`src/ect_defines.svh`:
```
// Purpose: constants for the 8-bit edge capture timer
// Assumes: 8-bit peripheral bus with 16-bit byte addresses
// Notes: offsets, field positions, reset values and counts
`ifndef ECT_DEFINES_SVH
`define ECT_DEFINES_SVH

`define ECT_ADDR_MODE 16'hFFBC
`define ECT_ADDR_FALL 16'hFFBD
`define ECT_ADDR_RISE 16'hFFBE
`define ECT_ADDR_CKSTP 16'hFFFA

`define ECT_BIT_OVERFLOW_AT_HIGH_LEVEL 7
`define ECT_BIT_OVERFLOW_AT_LOW_LEVEL 6
`define ECT_BIT_OVERFLOW_IRQ_ENABLE 5
`define ECT_BIT_CAPTURE_IRQ_EDGE_SELECT 4
`define ECT_BIT_CCLR_HI 3
`define ECT_BIT_CCLR_LO 2
`define ECT_BIT_CKS_HI 1
`define ECT_BIT_CKS_LO 0
`define ECT_BIT_STBY 3

`define ECT_RST_MODE 8'h00
`define ECT_RST_CAP 8'h00
`define ECT_RST_CNT 8'h00
`define ECT_RST_CKSTP 8'hFF

`define ECT_DIV_A 64
`define ECT_DIV_B 32
`define ECT_DIV_C 2
`define ECT_FILT_LEN 4

`endif

```
`src/ect_pkg.sv`:
```
// Purpose: types for the 8-bit edge capture timer
// Assumes: nothing
// Notes: encodings match the mode register fields
package ect_pkg;
	typedef enum logic [1:0] {
		ECT_CK_DIV64 = 2'h0,
		ECT_CK_DIV32 = 2'h1,
		ECT_CK_DIV2 = 2'h2,
		ECT_CK_SUB2 = 2'h3
	} ect_clk_sel_t;

	typedef enum logic [1:0] {
		ECT_CLR_NONE = 2'h0,
		ECT_CLR_FALL = 2'h1,
		ECT_CLR_RISE = 2'h2,
		ECT_CLR_BOTH = 2'h3
	} ect_clr_sel_t;
endpackage

```
`src/ect_top.sv`:
```
// Purpose: 8-bit up-counter with rising and falling edge capture
// Assumes: registers reached over the 8-bit peripheral bus
// Notes: read data is returned one cycle after rd_i
`timescale 1ns/1ps
`include "ect_defines.svh"
`default_nettype none
module ect_top (
	input wire logic sys_clk_i, // system clock, 10 MHz
	input wire logic nrst_i, // async reset, active low
	input wire logic ce_i, // clock enable, freezes state when low
	input wire logic [15:0] addr_i, // register byte address
	input wire logic wr_i, // write strobe
	input wire logic rd_i, // read strobe
	input wire logic [7:0] wdata_i, // write data
	output logic [7:0] rdata_o, // read data, next cycle
	input wire logic cap_pin_i, // capture input pin
	input wire logic capture_input_pin_select_i, // 1 selects capture
	input wire logic noise_filter_select_i, // 1 enables filter
	input wire logic subclk_i, // subclock
	input wire logic sub_power_mode_i, // watch/subactive/subsleep
	input wire logic timer_irq_enable_i, // interrupt enable
	input wire logic timer_irq_flag_clr_i, // clears request flag
	output logic timer_irq_request_flag_o, // request flag
	output logic timer_irq_o // interrupt to the cpu
);
	logic [7:0] cnt_q, cnt_d;
	logic [7:0] fall_cap_q, rise_cap_q;
	logic [5:0] mode_ctl_q;
	logic overflow_at_high_level_q, overflow_at_low_level_q;
	logic [1:0] arm_q;
	logic [7:0] ckstp_q;
	logic [7:0] rdata_q;
	logic flag_q, irq_q, prev_q;
	logic tick, lvl, clr_evt;
	logic [7:0] rd_mux;

	ect_pkg::ect_clk_sel_t cks;
	ect_pkg::ect_clr_sel_t cclr;
	assign cks = ect_pkg::ect_clk_sel_t'(mode_ctl_q[`ECT_BIT_CKS_HI:`ECT_BIT_CKS_LO]);
	assign cclr = ect_pkg::ect_clr_sel_t'(mode_ctl_q[`ECT_BIT_CCLR_HI:`ECT_BIT_CCLR_LO]);

	wire overflow_irq_enable = mode_ctl_q[`ECT_BIT_OVERFLOW_IRQ_ENABLE];
	wire capture_irq_edge_select = mode_ctl_q[`ECT_BIT_CAPTURE_IRQ_EDGE_SELECT];
	wire run = ckstp_q[`ECT_BIT_STBY];
	wire go = ce_i & run;

	ect_prescaler u_pre (
		.sys_clk_i(sys_clk_i),
		.nrst_i(nrst_i),
		.ce_i(ce_i),
		.sel_i(cks),
		.subclk_i(subclk_i),
		.tick_o(tick)
	);

	ect_noise_filter u_filt (
		.sys_clk_i(sys_clk_i),
		.nrst_i(nrst_i),
		.ce_i(ce_i),
		.pin_i(cap_pin_i),
		.en_i(noise_filter_select_i),
		.lvl_o(lvl)
	);

	// input gated by pin select; toggling the select can itself make an edge
	wire cap_in = capture_input_pin_select_i & lvl;
	wire rise = cap_in & ~prev_q;
	wire fall = ~cap_in & prev_q;

	// low-power states only count on the subclock tap
	wire sub_ok = ~sub_power_mode_i | (cks == ect_pkg::ECT_CK_SUB2);
	wire cnt_en = tick & sub_ok;

	always_comb begin
		case (cclr)
			ect_pkg::ECT_CLR_NONE: clr_evt = 1'b0;
			ect_pkg::ECT_CLR_FALL: clr_evt = fall;
			ect_pkg::ECT_CLR_RISE: clr_evt = rise;
			ect_pkg::ECT_CLR_BOTH: clr_evt = fall | rise;
			default: clr_evt = 1'b0;
		endcase
	end

	wire ovf = cnt_en & ~clr_evt & (cnt_q == 8'hFF);

	always_comb begin
		cnt_d = cnt_q;
		if (clr_evt)
			cnt_d = `ECT_RST_CNT;
		else if (cnt_en)
			cnt_d = cnt_q + 8'h01;
	end

	// bus decode
	wire sel_mode = addr_i == `ECT_ADDR_MODE;
	wire sel_fall = addr_i == `ECT_ADDR_FALL;
	wire sel_rise = addr_i == `ECT_ADDR_RISE;
	wire sel_ckstp = addr_i == `ECT_ADDR_CKSTP;
	wire wr_mode = wr_i & sel_mode;
	wire rd_mode = rd_i & sel_mode;

	// flags clear only by a 0 written after a 1 was read; a set wins
	wire overflow_at_high_level_set = go & ovf & cap_in;
	wire overflow_at_low_level_set = go & ovf & ~cap_in;
	wire overflow_at_high_level_clr = wr_mode & ~wdata_i[`ECT_BIT_OVERFLOW_AT_HIGH_LEVEL] & arm_q[1];
	wire overflow_at_low_level_clr = wr_mode & ~wdata_i[`ECT_BIT_OVERFLOW_AT_LOW_LEVEL] & arm_q[0];
	wire overflow_at_high_level_d = overflow_at_high_level_set | (overflow_at_high_level_q & ~overflow_at_high_level_clr);
	wire overflow_at_low_level_d = overflow_at_low_level_set | (overflow_at_low_level_q & ~overflow_at_low_level_clr);

	// capture interrupt on the chosen edge, overflow when enabled
	wire cap_irq = capture_irq_edge_select ? fall : rise;
	wire flag_set = go & ((ovf & overflow_irq_enable) | cap_irq);
	wire flag_d = flag_set | (flag_q & ~timer_irq_flag_clr_i);

	always_comb begin
		rd_mux = 8'h00;
		if (sel_mode)
			rd_mux = {overflow_at_high_level_q, overflow_at_low_level_q, mode_ctl_q};
		else if (sel_fall)
			rd_mux = fall_cap_q;
		else if (sel_rise)
			rd_mux = rise_cap_q;
		else if (sel_ckstp)
			rd_mux = ckstp_q;
	end

	// counter, captures and edge history run only out of standby
	always_ff @(posedge sys_clk_i or negedge nrst_i) begin
		if (!nrst_i) begin
			cnt_q <= `ECT_RST_CNT;
			fall_cap_q <= `ECT_RST_CAP;
			rise_cap_q <= `ECT_RST_CAP;
			prev_q <= 1'b0;
		end else if (go) begin
			cnt_q <= cnt_d;
			prev_q <= cap_in;
			if (fall)
				fall_cap_q <= cnt_q;
			if (rise)
				rise_cap_q <= cnt_q;
		end
	end

	always_ff @(posedge sys_clk_i or negedge nrst_i) begin
		if (!nrst_i) begin
			mode_ctl_q <= 6'(`ECT_RST_MODE);
		end else if (ce_i && wr_mode) begin
			mode_ctl_q <= wdata_i[5:0];
		end
	end

	always_ff @(posedge sys_clk_i or negedge nrst_i) begin
		if (!nrst_i) begin
			overflow_at_high_level_q <= 1'b0;
			overflow_at_low_level_q <= 1'b0;
			arm_q <= 2'h0;
		end else if (ce_i) begin
			overflow_at_high_level_q <= overflow_at_high_level_d;
			overflow_at_low_level_q <= overflow_at_low_level_d;
			if (wr_mode)
				arm_q <= 2'h0;
			else if (rd_mode)
				arm_q <= arm_q | {overflow_at_high_level_q, overflow_at_low_level_q};
		end
	end

	always_ff @(posedge sys_clk_i or negedge nrst_i) begin
		if (!nrst_i) begin
			ckstp_q <= `ECT_RST_CKSTP;
			rdata_q <= 8'h00;
		end else if (ce_i) begin
			if (wr_i && sel_ckstp)
				ckstp_q <= wdata_i;
			if (rd_i)
				rdata_q <= rd_mux;
		end
	end

	always_ff @(posedge sys_clk_i or negedge nrst_i) begin
		if (!nrst_i) begin
			flag_q <= 1'b0;
			irq_q <= 1'b0;
		end else if (ce_i) begin
			flag_q <= flag_d;
			irq_q <= flag_q & timer_irq_enable_i;
		end
	end

	assign rdata_o = rdata_q;
	assign timer_irq_request_flag_o = flag_q;
	assign timer_irq_o = irq_q;
endmodule
`default_nettype wire

```
`src/ect_prescaler.sv`:
```
// Purpose: count clock taps for the capture timer
// Assumes: subclock is slow against the system clock
// Notes: tick_o is a one-cycle pulse on the selected tap
`timescale 1ns/1ps
`include "ect_defines.svh"
`default_nettype none
module ect_prescaler #(
	parameter int DIV_W = $clog2(`ECT_DIV_A)
) (
	input wire logic sys_clk_i, // system clock
	input wire logic nrst_i, // async reset, active low
	input wire logic ce_i, // clock enable
	input wire ect_pkg::ect_clk_sel_t sel_i, // tap select
	input wire logic subclk_i, // subclock, asynchronous
	output logic tick_o // count pulse
);
	logic [DIV_W-1:0] div_q;
	logic sub_s1_q, sub_s2_q, sub_s3_q, sub_half_q;
	wire sub_rise = sub_s2_q & ~sub_s3_q;

	// true on the last cycle of each period of length n (power of two)
	function automatic logic tap(input logic [DIV_W-1:0] d, input int n);
		logic [DIV_W-1:0] m;
		m = DIV_W'(n - 1);
		return (d & m) == m;
	endfunction

	always_ff @(posedge sys_clk_i or negedge nrst_i) begin
		if (!nrst_i) begin
			div_q <= '0;
			sub_s1_q <= 1'b0;
			sub_s2_q <= 1'b0;
			sub_s3_q <= 1'b0;
			sub_half_q <= 1'b0;
		end else if (ce_i) begin
			div_q <= div_q + DIV_W'(1);
			sub_s1_q <= subclk_i;
			sub_s2_q <= sub_s1_q;
			sub_s3_q <= sub_s2_q;
			if (sub_rise)
				sub_half_q <= ~sub_half_q;
		end
	end

	always_comb begin
		case (sel_i)
			ect_pkg::ECT_CK_DIV64: tick_o = tap(div_q, `ECT_DIV_A);
			ect_pkg::ECT_CK_DIV32: tick_o = tap(div_q, `ECT_DIV_B);
			ect_pkg::ECT_CK_DIV2: tick_o = tap(div_q, `ECT_DIV_C);
			ect_pkg::ECT_CK_SUB2: tick_o = sub_rise & sub_half_q;
			default: tick_o = 1'b0;
		endcase
	end
endmodule
`default_nettype wire

```
`src/ect_noise_filter.sv`:
```
// Purpose: synchronise and optionally deglitch the capture pin
// Assumes: pin is asynchronous to the system clock
// Notes: filtered level moves only after LEN equal samples
`timescale 1ns/1ps
`include "ect_defines.svh"
`default_nettype none
module ect_noise_filter #(
	parameter int LEN = `ECT_FILT_LEN
) (
	input wire logic sys_clk_i, // system clock
	input wire logic nrst_i, // async reset, active low
	input wire logic ce_i, // clock enable
	input wire logic pin_i, // raw capture pin
	input wire logic en_i, // filter on
	output logic lvl_o // clean level
);
	logic s1_q, s2_q, filt_q;
	logic [LEN-1:0] hist_q;
	wire all_hi = &hist_q;
	wire all_lo = ~|hist_q;

	always_ff @(posedge sys_clk_i or negedge nrst_i) begin
		if (!nrst_i) begin
			s1_q <= 1'b0;
			s2_q <= 1'b0;
			hist_q <= '0;
			filt_q <= 1'b0;
		end else if (ce_i) begin
			s1_q <= pin_i;
			s2_q <= s1_q;
			hist_q <= {hist_q[LEN-2:0], s2_q};
			if (all_hi)
				filt_q <= 1'b1;
			else if (all_lo)
				filt_q <= 1'b0;
		end
	end

	assign lvl_o = en_i ? filt_q : s2_q;
endmodule
`default_nettype wire

```
`config.mk`:
```
export PLATFORM = sky130hd
export DESIGN_NAME = ect_top
export DESIGN_NICKNAME = d
export VERILOG_FILES = /design/src/ect_pkg.sv /design/src/ect_top.sv /design/src/ect_prescaler.sv /design/src/ect_noise_filter.sv
export VERILOG_INCLUDE_DIRS = /design/src /design/src/src
export SDC_FILE = /design/constraint.sdc
export NUM_CORES = 1
export LEC_CHECK = 0
export ABC_AREA = 1
export BUFFER_PORTS_ARGS = -buffer_cell sky130_fd_sc_hd__buf_2
export CORE_AREA = 2 2 63 124
export DETAILED_ROUTE_END_ITERATION = 8
export DIE_AREA = 0 0 65 126
export PLACE_DENSITY = 0.74
export SETUP_SLACK_MARGIN = 0.02
export SYNTH_ARGS = -nofsm -noshare
export SYNTH_HDL_FRONTEND = slang
export SYNTH_SLANG_ARGS = --single-unit
```
`constraint.sdc`:
```
create_clock -name sys_clk_i -period 1.8 [get_ports sys_clk_i]
set_clock_uncertainty 0.05 [all_clocks]
set_input_delay 0 -clock sys_clk_i [delete_from_list [all_inputs] [get_ports sys_clk_i]]
set_output_delay 0 -clock sys_clk_i [all_outputs]
set_load 0.005 [all_outputs]
```
==> summary.txt, run 1 <==
Min path
  • Classification of the worst-slack hold path: in2reg

Placement
  • Post-placement cell count: 570
  • Placed wire-length estimate after detailed placement: a little over 6000 um
  • Place WS: -0.0481 ns
  • Routability congestion estimate from global placement: around 0.89
  • Count of port buffers added during placement: between 40 and 50

Timing
  • Worst Tran Pin Value: about 0.55 ns
  • Setup-violating endpoint count in the final report: 0
  • Number of max-slew violations in the final report: 0
  • Count of endpoints failing hold in the final timing report: 0
  • Sum Neg Setup Slack: 0 ns
  • Fmax: around 560 MHz
  • Minimum clock period after layout: around 1.8 ns
  • Worst Slack Setup Final: about 0.025 ns
  • RSZ-0062 raised after global routing: true
  • Max transition margin: between 60% and 70%
  • Share of the cycle needed by the critical path after routing: 98.6%

Layout
  • Filler Cells Inserted: 609
  • Fraction of final layout cells with drive strength greater than 1: between 20% and 30%
  • Number of standard cells in the final layout excluding fillers: between 600 and 700
  • Most frequent cells in the layout: nand2_1 (125), dfrtp_1 (62), nand3_1 (51), buf_2 (45), inv_1 (35)
  • Final core utilization: roughly 63%
  • Post-layout net count: about 550
  • Sequential standard cell area: around 1800 um^2
  • Total area of multi-input combinational cells: approximately 1700 um^2
  • Total inserted antenna cells: 0
  • Area added between synthesis and finish: 25.4%
  • Leading cell type in the layout, fill and taps excluded: nand2_1

Setup path
  • Classification of the worst setup path: reg2reg
  • Critical Path End Type: flop
  • Required time reported for the critical path endpoint: ~2 ns
  • Top fanout value on the critical path: 5
  • Kind of start point of the critical path: flop
  • Data arrival time at the worst-slack endpoint: about 2 ns

Detailed routing
  • Routed len/inst: approximately 14 um
  • Number of search-and-repair iterations in the first detailed-routing pass: 4
  • Via total after detailed routing: roughly 3200
  • Remaining number of nets flagged by the antenna check after routing: 0
  • Final wirelength: around 8500 um
  • Iteration-0 DRC Markers: around 180
  • Vias per inst: roughly 5.2
  • DRC violations left: 0

Die
  • Width of the die: around 65 um
  • CORE AREA: around 7200 um^2
  • Area enclosed by the die boundary: roughly 8200 um^2
  • Starting Density: a little over 50%
  • Total I/O pin count: between 40 and 50
  • Die boundary height: between 100 and 150 um
  • Site row count: 44

Synth
  • Area of the mapped netlist: between 3000 and 4000 um^2
  • Top post-synthesis cells by area: dfrtp_1 (43%), nand2_1 (13%), nand3_1 (7.3%)
  • Multiplexer share of the synthesized area: less than 1%
  • Number of distinct standard cells referenced by the synthesized netlist: 32
  • Sequential element share of the synthesized area: 48.4%
  • Register bit count reported by yosys: 70
  • Synthesis Warnings: 0
  • Proportion of netlist area held by the largest area contributor: about 43%
  • Adder and majority cell fraction of the synthesized area: between 1.5 and 2%
  • Fraction of synthesized cell area in xor and xnor cells: just under 2%
  • Area share of and/or/nand/nor cells after synthesis: 33.5%
  • Library cell with the largest summed area after synthesis: dfrtp_1
  • Synthesized area per cell: approximately 8.4 um^2
  • Dominant combinational cell family by area after synthesis: simple AND/OR/NAND/NOR gates
  • Compound-cell area share of the yosys netlist: under 10%
  • Post-Syn Nets: 476
  • Synthesized instance count: approximately 440

Clock network
  • Root buffer cell: clkbuf_16
  • CTS H-tree lvls: 3
  • Clock tree from TritonCTS: yes
  • Clock Sinks: 70
  • Clock Pin Slew Worst Setup and Hold Paths: 0.05 ns
  • TritonCTS buffer count: 9
  • Later-pin clock latency in the skew report: approximately 0.33 ns
  • Bufs on Longest Clock Path: 2

Global route
  • Wire length of the first global-routing pass: about 14000 um
  • Number of global-route vias before repair: approximately 3300
  • Largest net degree at the start of global routing: 33
  • Number of antenna violations at the first check in global routing: 0
  • Total global routing overflow: 0
  • Global-route total usage across every layer: a little under a quarter

Status
  • Status: complete, no violations

Pwr
  • Power density cells: 868 nW/um^2
  • Leakage power total: around 0.0023 uW
  • Total power: between 3000 and 4000 uW
  • Maximum vdd drop: 0.635 mV

Job
  • Count of maximum capacitance violations: 0
==> final timing paths <==
path / start / to / slack (ns) / depth (start not counted)
max in group asynchronous: nrst_i / rdata_o[5] / 0.91 / 3
max reg2reg: u_pre.div_q[0] / cnt_q[0] / 0.03 / 12
min: ce_i / u_filt.s1_q / 0.02 / 3
min reg2reg: u_pre.div_q[5] / u_pre.div_q[5] / 0.42 / 1
max: u_pre.div_q[0] / cnt_q[0] / 0.03 / 12
min in group asynchronous: nrst_i / u_pre.div_q[2] / 0.13 / 2
==> cell type report <==
class,instances,area share [%]
repair buffers,74,10.8
clock buffers,11,5.32
inverters,48,4.00
clock inverters,5,1.29
well taps,92,2.52
flip-flops and latches,70,38.6
multi-input cells,310,37.5
==> worst max-delay path, cell delays in order (launching register included) <==
cell and delay, ns:
dfrtp_1 0.36, ha_2 0.21, nand3_2 0.09, inv_2 0.08, ha_4 0.12, nor2_2 0.03
o21ai_1 0.15, nor2_2 0.06, nor2_4 0.20, nand2_4 0.12, nor2_4 0.13, nand2_1 0.06
nand2_1 0.06
==> sequential cells by signal, summed over array words and instances, names as in the netlist, 2 cells and up <==
| signal | count |
|---|---|
| cnt_q | 8 |
| u_pre.div_q | 6 |
| u_filt.hist_q | 4 |
| fall_cap_q | 8 |
| mode_ctl_q | 6 |
| arm_q | 2 |
| ckstp_q | 8 |
| rdata_o | 8 |
| rise_cap_q | 8 |
==> cells in the mapped netlist <==
master	number
a21oi_1	5
buf_2	7
buf_6	2
clkinv_1	2
dfrtp_1	62
dfstp_2	8
ha_1	5
inv_1	36
inv_2	9
inv_4	1
mux2i_1	1
nand2_1	128
nand2_2	11
nand2_4	4
nand3_1	53
nand3_2	1
nand3_4	1
nand4_1	14
nand4_2	1
nor2_1	14
nor2_2	7
nor2_4	6
nor3_1	2
nor3_2	3
nor3_4	1
nor3b_1	1
o21ai_0	8
o21ai_1	21
o21ai_2	12
or2_1	1
xnor2_1	2
xor2_1	6
==> layer usage <==
metal / share of wire (%) / GRT usage (%)
met1: 35 / 23.3
met2: 55 / 41.9
met3: 3.8 / 3.93
met4: 6.2 / 16.5
met5: 0 / 0
==> cell families (layout without fill, tap and decap cells) <==
kind of cell | count (synthesis) | count (layout)
AO/OA/AOI/OAI | 46 | 46
AND/OR/NAND/NOR | 248 | 250
XOR/XNOR | 8 | 8
multiplexers | 1 | 1
flip-flops | 70 | 70
adder cells (fa/ha/maj) | 5 | 5
buffers and inverters | 57 | 138
==> stage by stage <==
| stage | hold WS [ns] | area (um^2) |
|---|---|---|
| detailed placement | -0.0319 | 3990 |
| floorplan | -0.346 | 3640 |
| CTS | 0.0154 | 4500 |
| global placement | -0.0431 | 3990 |
| finish | 0.0191 | 4570 |
| global route | 0.0567 | 4570 |
==> power breakdown <==
part	switching (uW)	internal, uW	leakage [uW]
sequential	92.8	1680	0.000905
combinational	242	201	0.00123
clock	634	1110	0.000142
==> timing repair <==
item / in CTS / in global routing
resized for setup: 5 / 11
hold buffers: 15 / 0
cloned: 2 / 0
endpoints found under the setup margin: 10 / 11
hold endpoints to repair: 42 / 0
setup buffers: 3 / 4
pin swaps: 3 / 12
Power figures use the tool's default switching activity.
==> run 2: changes to the inputs <==
--- a/config.mk
+++ b/config.mk
@@ -13,6 +13,7 @@
 export DIE_AREA = 0 0 65 126
 export PLACE_DENSITY = 0.74
 export SETUP_SLACK_MARGIN = 0.02
+export SKIP_LAST_GASP = 1
 export SYNTH_ARGS = -nofsm -noshare
 export SYNTH_HDL_FRONTEND = slang
 export SYNTH_SLANG_ARGS = --single-unit
==> constraint.sdc (replaced) <==
create_clock -name sys_clk_i -period 2.3 [get_ports sys_clk_i]
set_clock_uncertainty 0.05 [all_clocks]
set_input_delay 0 -clock sys_clk_i [delete_from_list [all_inputs] [get_ports sys_clk_i]]
set_output_delay 0 -clock sys_clk_i [all_outputs]
set_load 0.005 [all_outputs]
==> summary.txt, run 2 (synthesized netlist as in run 1, its figures left out) <==
Job
  • Count of maximum capacitance violations: 0 (unchanged)

Die
  • Area enclosed by the die boundary: 8190 um^2 (unchanged)
  • Site row count: 44 (unchanged)
  • Starting Density: 50.5% (unchanged)
  • Width of the die: 65 um (unchanged)
  • Total I/O pin count: 46 (unchanged)
  • CORE AREA: 7210 um^2 (unchanged)
  • Die boundary height: 126 um (unchanged)

Setup path
  • Most frequent CP cell: nand2_1
  • Worst path cell trace: nor2_1 > nor3_2 > ha_1 > a21oi_1 > nand2_1 > nand2_2 > nand2_4 > nand2_4 > nand2_1 > nand2_1
  • Classification of the worst setup path: reg2reg
  • Worst path slowest cell: dfrtp_1
  • Top fanout value on the critical path: 9 (+4)
  • Critical path's largest stage delay: 0.37 ns (about the same)
  • Required time reported for the critical path endpoint: 2.52 ns (+0.50 ns)
  • Data arrival time at the worst-slack endpoint: 2.13 ns (+0.13 ns)
  • Critical Path End Type: flop
  • Kind of start point of the critical path: flop
  • Register-to-register path setup slack: 0.39 ns (+0.37 ns)

Layout
  • Post-layout net count: 540 (-2.5%)
  • Most frequent cells in the layout: nand2_1 (128), dfrtp_1 (62), nand3_1 (53), buf_2 (45), inv_1 (36)
  • Area added between synthesis and finish: 20.9%
  • Leading cell type in the layout, fill and taps excluded: nand2_1
  • Total inserted antenna cells: 0 (unchanged)
  • Fraction of final layout cells with drive strength greater than 1: 25.2% (-4.3 points)
  • Number of standard cells in the final layout excluding fillers: 596 (-2.3%)
  • Final core utilization: 61.0% (-2.3 points)

Detailed routing
  • Iteration-0 DRC Markers: 169 (-8.2%)
  • Via total after detailed routing: 3063 (-3.4%)
  • DRC violations left: 0 (unchanged)
  • Remaining number of nets flagged by the antenna check after routing: 0 (unchanged)
  • Routed len/inst: 13.6 um (-2.8%)
  • Vias per inst: 5.14 (-1.1%)
  • Number of search-and-repair iterations in the first detailed-routing pass: 4 (unchanged)
  • Final wirelength: 8110 um (-5.0%)

Timing
  • Max transition margin: 49.3% (-14 points)
  • Setup-violating endpoint count in the final report: 0 (unchanged)
  • Worst Slack Setup Final: 0.390 ns (+0.365 ns)
  • Share of the cycle needed by the critical path after routing: 83.0% (-16 points)
  • Sum Neg Setup Slack: 0 ns (unchanged)
  • Worst Tran Pin Value: 0.760 ns (+0.210 ns)
  • Count of endpoints failing hold in the final timing report: 0 (unchanged)
  • Number of max-slew violations in the final report: 0 (unchanged)
  • Fmax: 524 MHz (-7.1%)
  • RSZ-0062 raised after global routing: false
  • Minimum clock period after layout: 1.91 ns (+0.135 ns)

Clock network
  • Later-pin clock latency in the skew report: 0.33 ns (about the same)
  • TritonCTS buffer count: 9 (unchanged)
  • Clock Sinks: 70 (unchanged)
  • CTS H-tree lvls: 3 (unchanged)
  • Clock tree from TritonCTS: yes
  • Setup fix buffers added after clock tree synthesis: 0 (-3)
  • Bufs on Longest Clock Path: 2 (unchanged)
  • Root buffer cell: clkbuf_16
  • Clock Pin Slew Worst Setup and Hold Paths: 0.06 ns (about the same)

Global route
  • Total global routing overflow: 0 (unchanged)
  • Largest net degree at the start of global routing: 39 (+18%)
  • Number of global-route vias before repair: 3035 (-7.1%)
  • Number of antenna violations at the first check in global routing: 0 (unchanged)
  • Wire length of the first global-routing pass: 13800 um (-4.9%)
  • Global-route total usage across every layer: 22.2% (-1.1 points)

Pwr
  • Total power: 3040 uW (-23%)
  • Gate power share: 9.4% (-1.8 points)
  • Switching portion of total power: 25.0% (+0.58 points)
  • Part of the total power dissipated in sequential elements: 45.5% (+0.7 points)
  • Leakage power total: 0.00221 uW (-3.2%)
  • Fraction of power consumed by the clock network: 45.1% (+1.1 points)
  • Maximum vdd drop: 0.622 mV (-2.1%)
  • Internal Pwr Total: 2280 uW (-24%)
  • Power density cells: 692 nW/um^2 (-20%)
  • Net load switching power: 762 uW (-21%)

Placement
  • Count of port buffers added during placement: 45 (unchanged)
  • Place WS: 0.422 ns (+0.470 ns)
  • Routability congestion estimate from global placement: 0.922 (+4.1%)
  • Post-placement cell count: 565 (-0.88%)
  • Placed wire-length estimate after detailed placement: 5930 um (-3.6%)

Status
  • Status: complete, no violations

Min path
  • Classification of the worst-slack hold path: in2reg
run 2: changes by cell type in the layout (fill, tap and decap cells not counted), sizes merged:
| cell | delta |
|---|---|
| clkinv | -2 |
| inv | +2 |
| buf | -12 |
| nand2 | -2 |
| clkbuf | -1 |
| clkinvlp | +1 |
run 2: routing by layer:
layer	GRT usage, %	share of wire (%)	wire length (um)
met5	0	0	0
met4	13.6	4.7	377
met3	4.11	3.7	303
met2	39.3	56	4500
met1	23.4	36	2920
run 2: critical path: cells and delay by family, from the launching register on:
family / cells / cell delay, ns
adders and majority gates: 1 / 0.29
AOI/OAI and AO/OA: 1 / 0.16
DFF: 1 / 0.37
and+or+nand+nor: 8 / 0.99
run 2: area by class of cell:
class | count | area, um^2
clock inverter | 6 | 70.1
inverter | 48 | 183
timing repair buffer | 62 | 403
clock buffer | 10 | 229
multi-input combinational | 308 | 1640
sequential | 70 | 1760
tap | 92 | 115
fill | 647 | 2810
run 2: final timing paths:
kind / cells after the start / start / end
worst max-delay path: 10 / u_filt.s2_q / cnt_q[7]
worst min-delay path: 5 / capture_input_pin_select_i / prev_q
worst max register to register: 10 / u_filt.s2_q / cnt_q[7]
worst min register to register: 1 / u_pre.sub_half_q / u_pre.sub_half_q
max in group asynchronous: 3 / nrst_i / cnt_q[1]
min in group asynchronous: 2 / nrst_i / u_pre.div_q[1]
run 2: power by group through the flow:
stage	clock, uW	combinational, uW	sequential, uW
floorplan	0	176	1390
global placement	0	263	1400
detailed placement	0	271	1400
CTS	1400	293	1380
global route	1450	334	1390
finish	1370	286	1380
run 2: through the flow:
step,cell area [um^2],hold slack (ns)
2_1_floorplan,3640,-0.346
3_3_place_gp,3950,0.0473
3_5_place_dp,3950,0.0565
4_1_cts,4400,0.00683
5_1_grt,4400,0.0499
6_report,4400,0.000589
run 2: repair_timing:
action | in CTS | in global routing
endpoints found under the hold margin | 44 | 0
resized for setup | 0 | 0
setup endpoints to repair | 0 | 0
hold buffers | 15 | 0
==> run 3: changes to the inputs <==
--- a/config.mk
+++ b/config.mk
@@ -11,7 +11,7 @@
 export CORE_AREA = 2 2 63 124
 export DETAILED_ROUTE_END_ITERATION = 8
 export DIE_AREA = 0 0 65 126
-export PLACE_DENSITY = 0.74
+export PLACE_DENSITY = 0.76
 export SETUP_SLACK_MARGIN = 0.02
 export SKIP_LAST_GASP = 1
 export SYNTH_ARGS = -nofsm -noshare
==> constraint.sdc (replaced) <==
create_clock -name sys_clk_i -period 1.6 [get_ports sys_clk_i]
set_clock_uncertainty 0.05 [all_clocks]
set_input_delay 0 -clock sys_clk_i [delete_from_list [all_inputs] [get_ports sys_clk_i]]
set_output_delay 0 -clock sys_clk_i [all_outputs]
set_load 0.005 [all_outputs]
==> summary.txt, run 3 (synthesized netlist as in run 1, its figures left out) <==
Min path
  • Worst Hold Path EP: overflow_at_high_level_q
  • Hold path cells: 5 (unchanged)
  • Classification of the worst-slack hold path: in2reg
  • Origin of the worst min-delay path: capture_input_pin_select_i

Global route
  • Largest net degree at the start of global routing: 71 (+82%)
  • Global-route total usage across every layer: 23.4% (+1.2 points)
  • Total global routing overflow: 0 (unchanged)
  • Number of global-route vias before repair: 3314 (+9.2%)
  • Number of antenna violations at the first check in global routing: 0 (unchanged)
  • Wire length of the first global-routing pass: 14600 um (+6.2%)

Detailed routing
  • DRC violations left: 0 (unchanged)
  • Final wirelength: 8640 um (+6.6%)
  • Via total after detailed routing: 3203 (+4.6%)
  • Iteration-0 DRC Markers: 227 (+34%)
  • Vias per inst: 5.19 (+1.0%)
  • Remaining number of nets flagged by the antenna check after routing: 0 (unchanged)
  • Number of search-and-repair iterations in the first detailed-routing pass: 4 (unchanged)
  • Routed len/inst: 14.0 um (+3.0%)

Setup path
  • Worst r2r dst: overflow_at_low_level_q
  • Critical Path End Type: flop
  • Top fanout value on the critical path: 5 (-4)
  • Data arrival time at the worst-slack endpoint: 2.00 ns (-0.13 ns)
  • Kind of start point of the critical path: flop
  • Required time reported for the critical path endpoint: 1.82 ns (-0.70 ns)
  • Register-to-register path setup slack: -0.18 ns (-0.57 ns)
  • Classification of the worst setup path: reg2reg
  • R2r worst-path depth: 10 (unchanged)
  • Crit Reg-Reg Startpoint: u_filt.s2_q

Layout
  • Most frequent cells in the layout: nand2_1 (127), dfrtp_1 (62), nand3_1 (48), buf_2 (45), inv_1 (35)
  • Total area of multi-input combinational cells: 1750 um^2 (+6.9%)
  • Leading cell type in the layout, fill and taps excluded: nand2_1
  • Number of standard cells in the final layout excluding fillers: 617 (+3.5%)
  • Total inserted antenna cells: 0 (unchanged)
  • Area added between synthesis and finish: 28.5%
  • Filler Cells Inserted: 605 (-6.5%)
  • Final non-filler cell area: 4680 um^2 (+6.3%)
  • Fraction of final layout cells with drive strength greater than 1: 30.7% (+5.5 points)
  • Sequential standard cell area: 1760 um^2 (unchanged)
  • Post-layout net count: 561 (+3.9%)

Timing
  • Share of the cycle needed by the critical path after routing: 111% (+28 points)
  • Fmax: 562 MHz (+7.4%)
  • Count of endpoints failing hold in the final timing report: 0 (unchanged)
  • Sum Neg Setup Slack: -1.98 ns (-1.98 ns)
  • Minimum clock period after layout: 1.78 ns (-0.132 ns)
  • Number of max-slew violations in the final report: 0 (unchanged)
  • Worst Tran Pin Value: 0.380 ns (-0.381 ns)
  • Setup-violating endpoint count in the final report: 19 (+19)
  • RSZ-0062 raised after global routing: true
  • WHS: 0.0280 ns (+0.0274 ns)
  • Worst Slack Setup Final: -0.178 ns (-0.568 ns)
  • Max transition margin: 74.7% (+25 points)

Clock network
  • Clock Pin Slew Worst Setup and Hold Paths: 0.06 ns (about the same)
  • Root buffer cell: clkbuf_16
  • Bufs on Longest Clock Path: 2 (unchanged)
  • TritonCTS buffer count: 9 (unchanged)
  • CTS H-tree lvls: 3 (unchanged)
  • Later-pin clock latency in the skew report: 0.34 ns (about the same)
  • Clock Sinks: 70 (unchanged)
  • Clock tree from TritonCTS: yes

Placement
  • Post-placement cell area: 4110 um^2 (+4.0%)
  • Count of port buffers added during placement: 45 (unchanged)
  • Placed wire-length estimate after detailed placement: 6190 um (+4.5%)
  • Routability congestion estimate from global placement: 0.908 (-1.5%)
  • Post-placement cell count: 580 (+2.7%)

Pwr
  • Leakage power total: 0.00232 uW (+5.3%)
  • Power density cells: 953 nW/um^2 (+38%)
  • Maximum vdd drop: 0.950 mV (+53%)
  • Total power: 4460 uW (+47%)

Die
  • Width of the die: 65 um (unchanged)
  • Die boundary height: 126 um (unchanged)
  • CORE AREA: 7210 um^2 (unchanged)
  • Area enclosed by the die boundary: 8190 um^2 (unchanged)
  • Site row count: 44 (unchanged)
  • Total I/O pin count: 46 (unchanged)
  • Starting Density: 50.5% (unchanged)

Status
  • Status: finished, violations left
  • Violated checks: negative setup slack

Job
  • Count of maximum capacitance violations: 0 (unchanged)
-- run 3: cell count changes in the layout (fill, tap and decap cells not counted), sizes merged --
cell,before,now
buf,47,68
clkinvlp,3,2
dlygate4sd3,15,14
nand2,143,144
clkinv,2,4
inv,48,47
-- run 3: worst max-delay path by stage --
| stage | startpoint | end | slack (ns) | cells after the start |
|---|---|---|---|---|
| global placement | u_filt.s2_q | cnt_q[7] | -0.09 | 10 |
| detailed placement | u_filt.s2_q | cnt_q[5] | -0.18 | 10 |
| global route | u_filt.s2_q | cnt_q[7] | -0.29 | 10 |
| finish | u_filt.s2_q | overflow_at_low_level_q | -0.18 | 10 |
| floorplan | u_filt.s2_q | cnt_q[0] | -0.03 | 9 |
| CTS | u_filt.s2_q | cnt_q[5] | -0.15 | 10 |
-- run 3: timing repair --
| action | CTS | global route |
|---|---|---|
| buffers inserted | 3 | 3 |
| resized for setup | 0 | 14 |
| pin swaps | 5 | 13 |
| cloned | 1 | 0 |
| hold buffers | 14 | 0 |
| hold endpoints to repair | 90 | 0 |
| setup endpoints to repair | 19 | 27 |
-- run 3: area by class of cell --
type	count	area share, %
Clock buffer	10	4.89
Multi-Input combinational cell	309	37.4
Tap cell	92	2.46
Timing Repair Buffer	82	12.1
Inverter	48	3.90
Sequential cell	70	37.7
Clock inverter	6	1.52
-- run 3: stage by stage --
step	setup WS [ns]	util, %
finish	-0.178	64.9
global route	-0.288	64.9
CTS	-0.152	63.5
detailed placement	-0.178	57.0
global placement	-0.0920	57.0
floorplan	-0.0279	-
-- run 3: where the power goes --
group / internal, uW / switching, uW
clock network: 1220 / 760
logic: 236 / 267
registers: 1890 / 89.1
-- run 3: layer usage --
metal	track usage [%]	wire (um)	vias to the layer above
met5	0	0	-
met4	15.3	415	0
met3	4.20	306	31
met2	42.8	4940	84
met1	23.0	2980	1509
li1	-	-	1579
-- run 3: worst max-delay path: stages, from the launching register on --
cell and delay [ns]:
dfrtp_1 0.35, nor2_1 0.05, nor3_2 0.25, buf_4 0.17, inv_2 0.05, ha_4 0.16
nand3_4 0.11, nand2_8 0.09, nor3_4 0.21, nand4_1 0.14, nand2_1 0.08
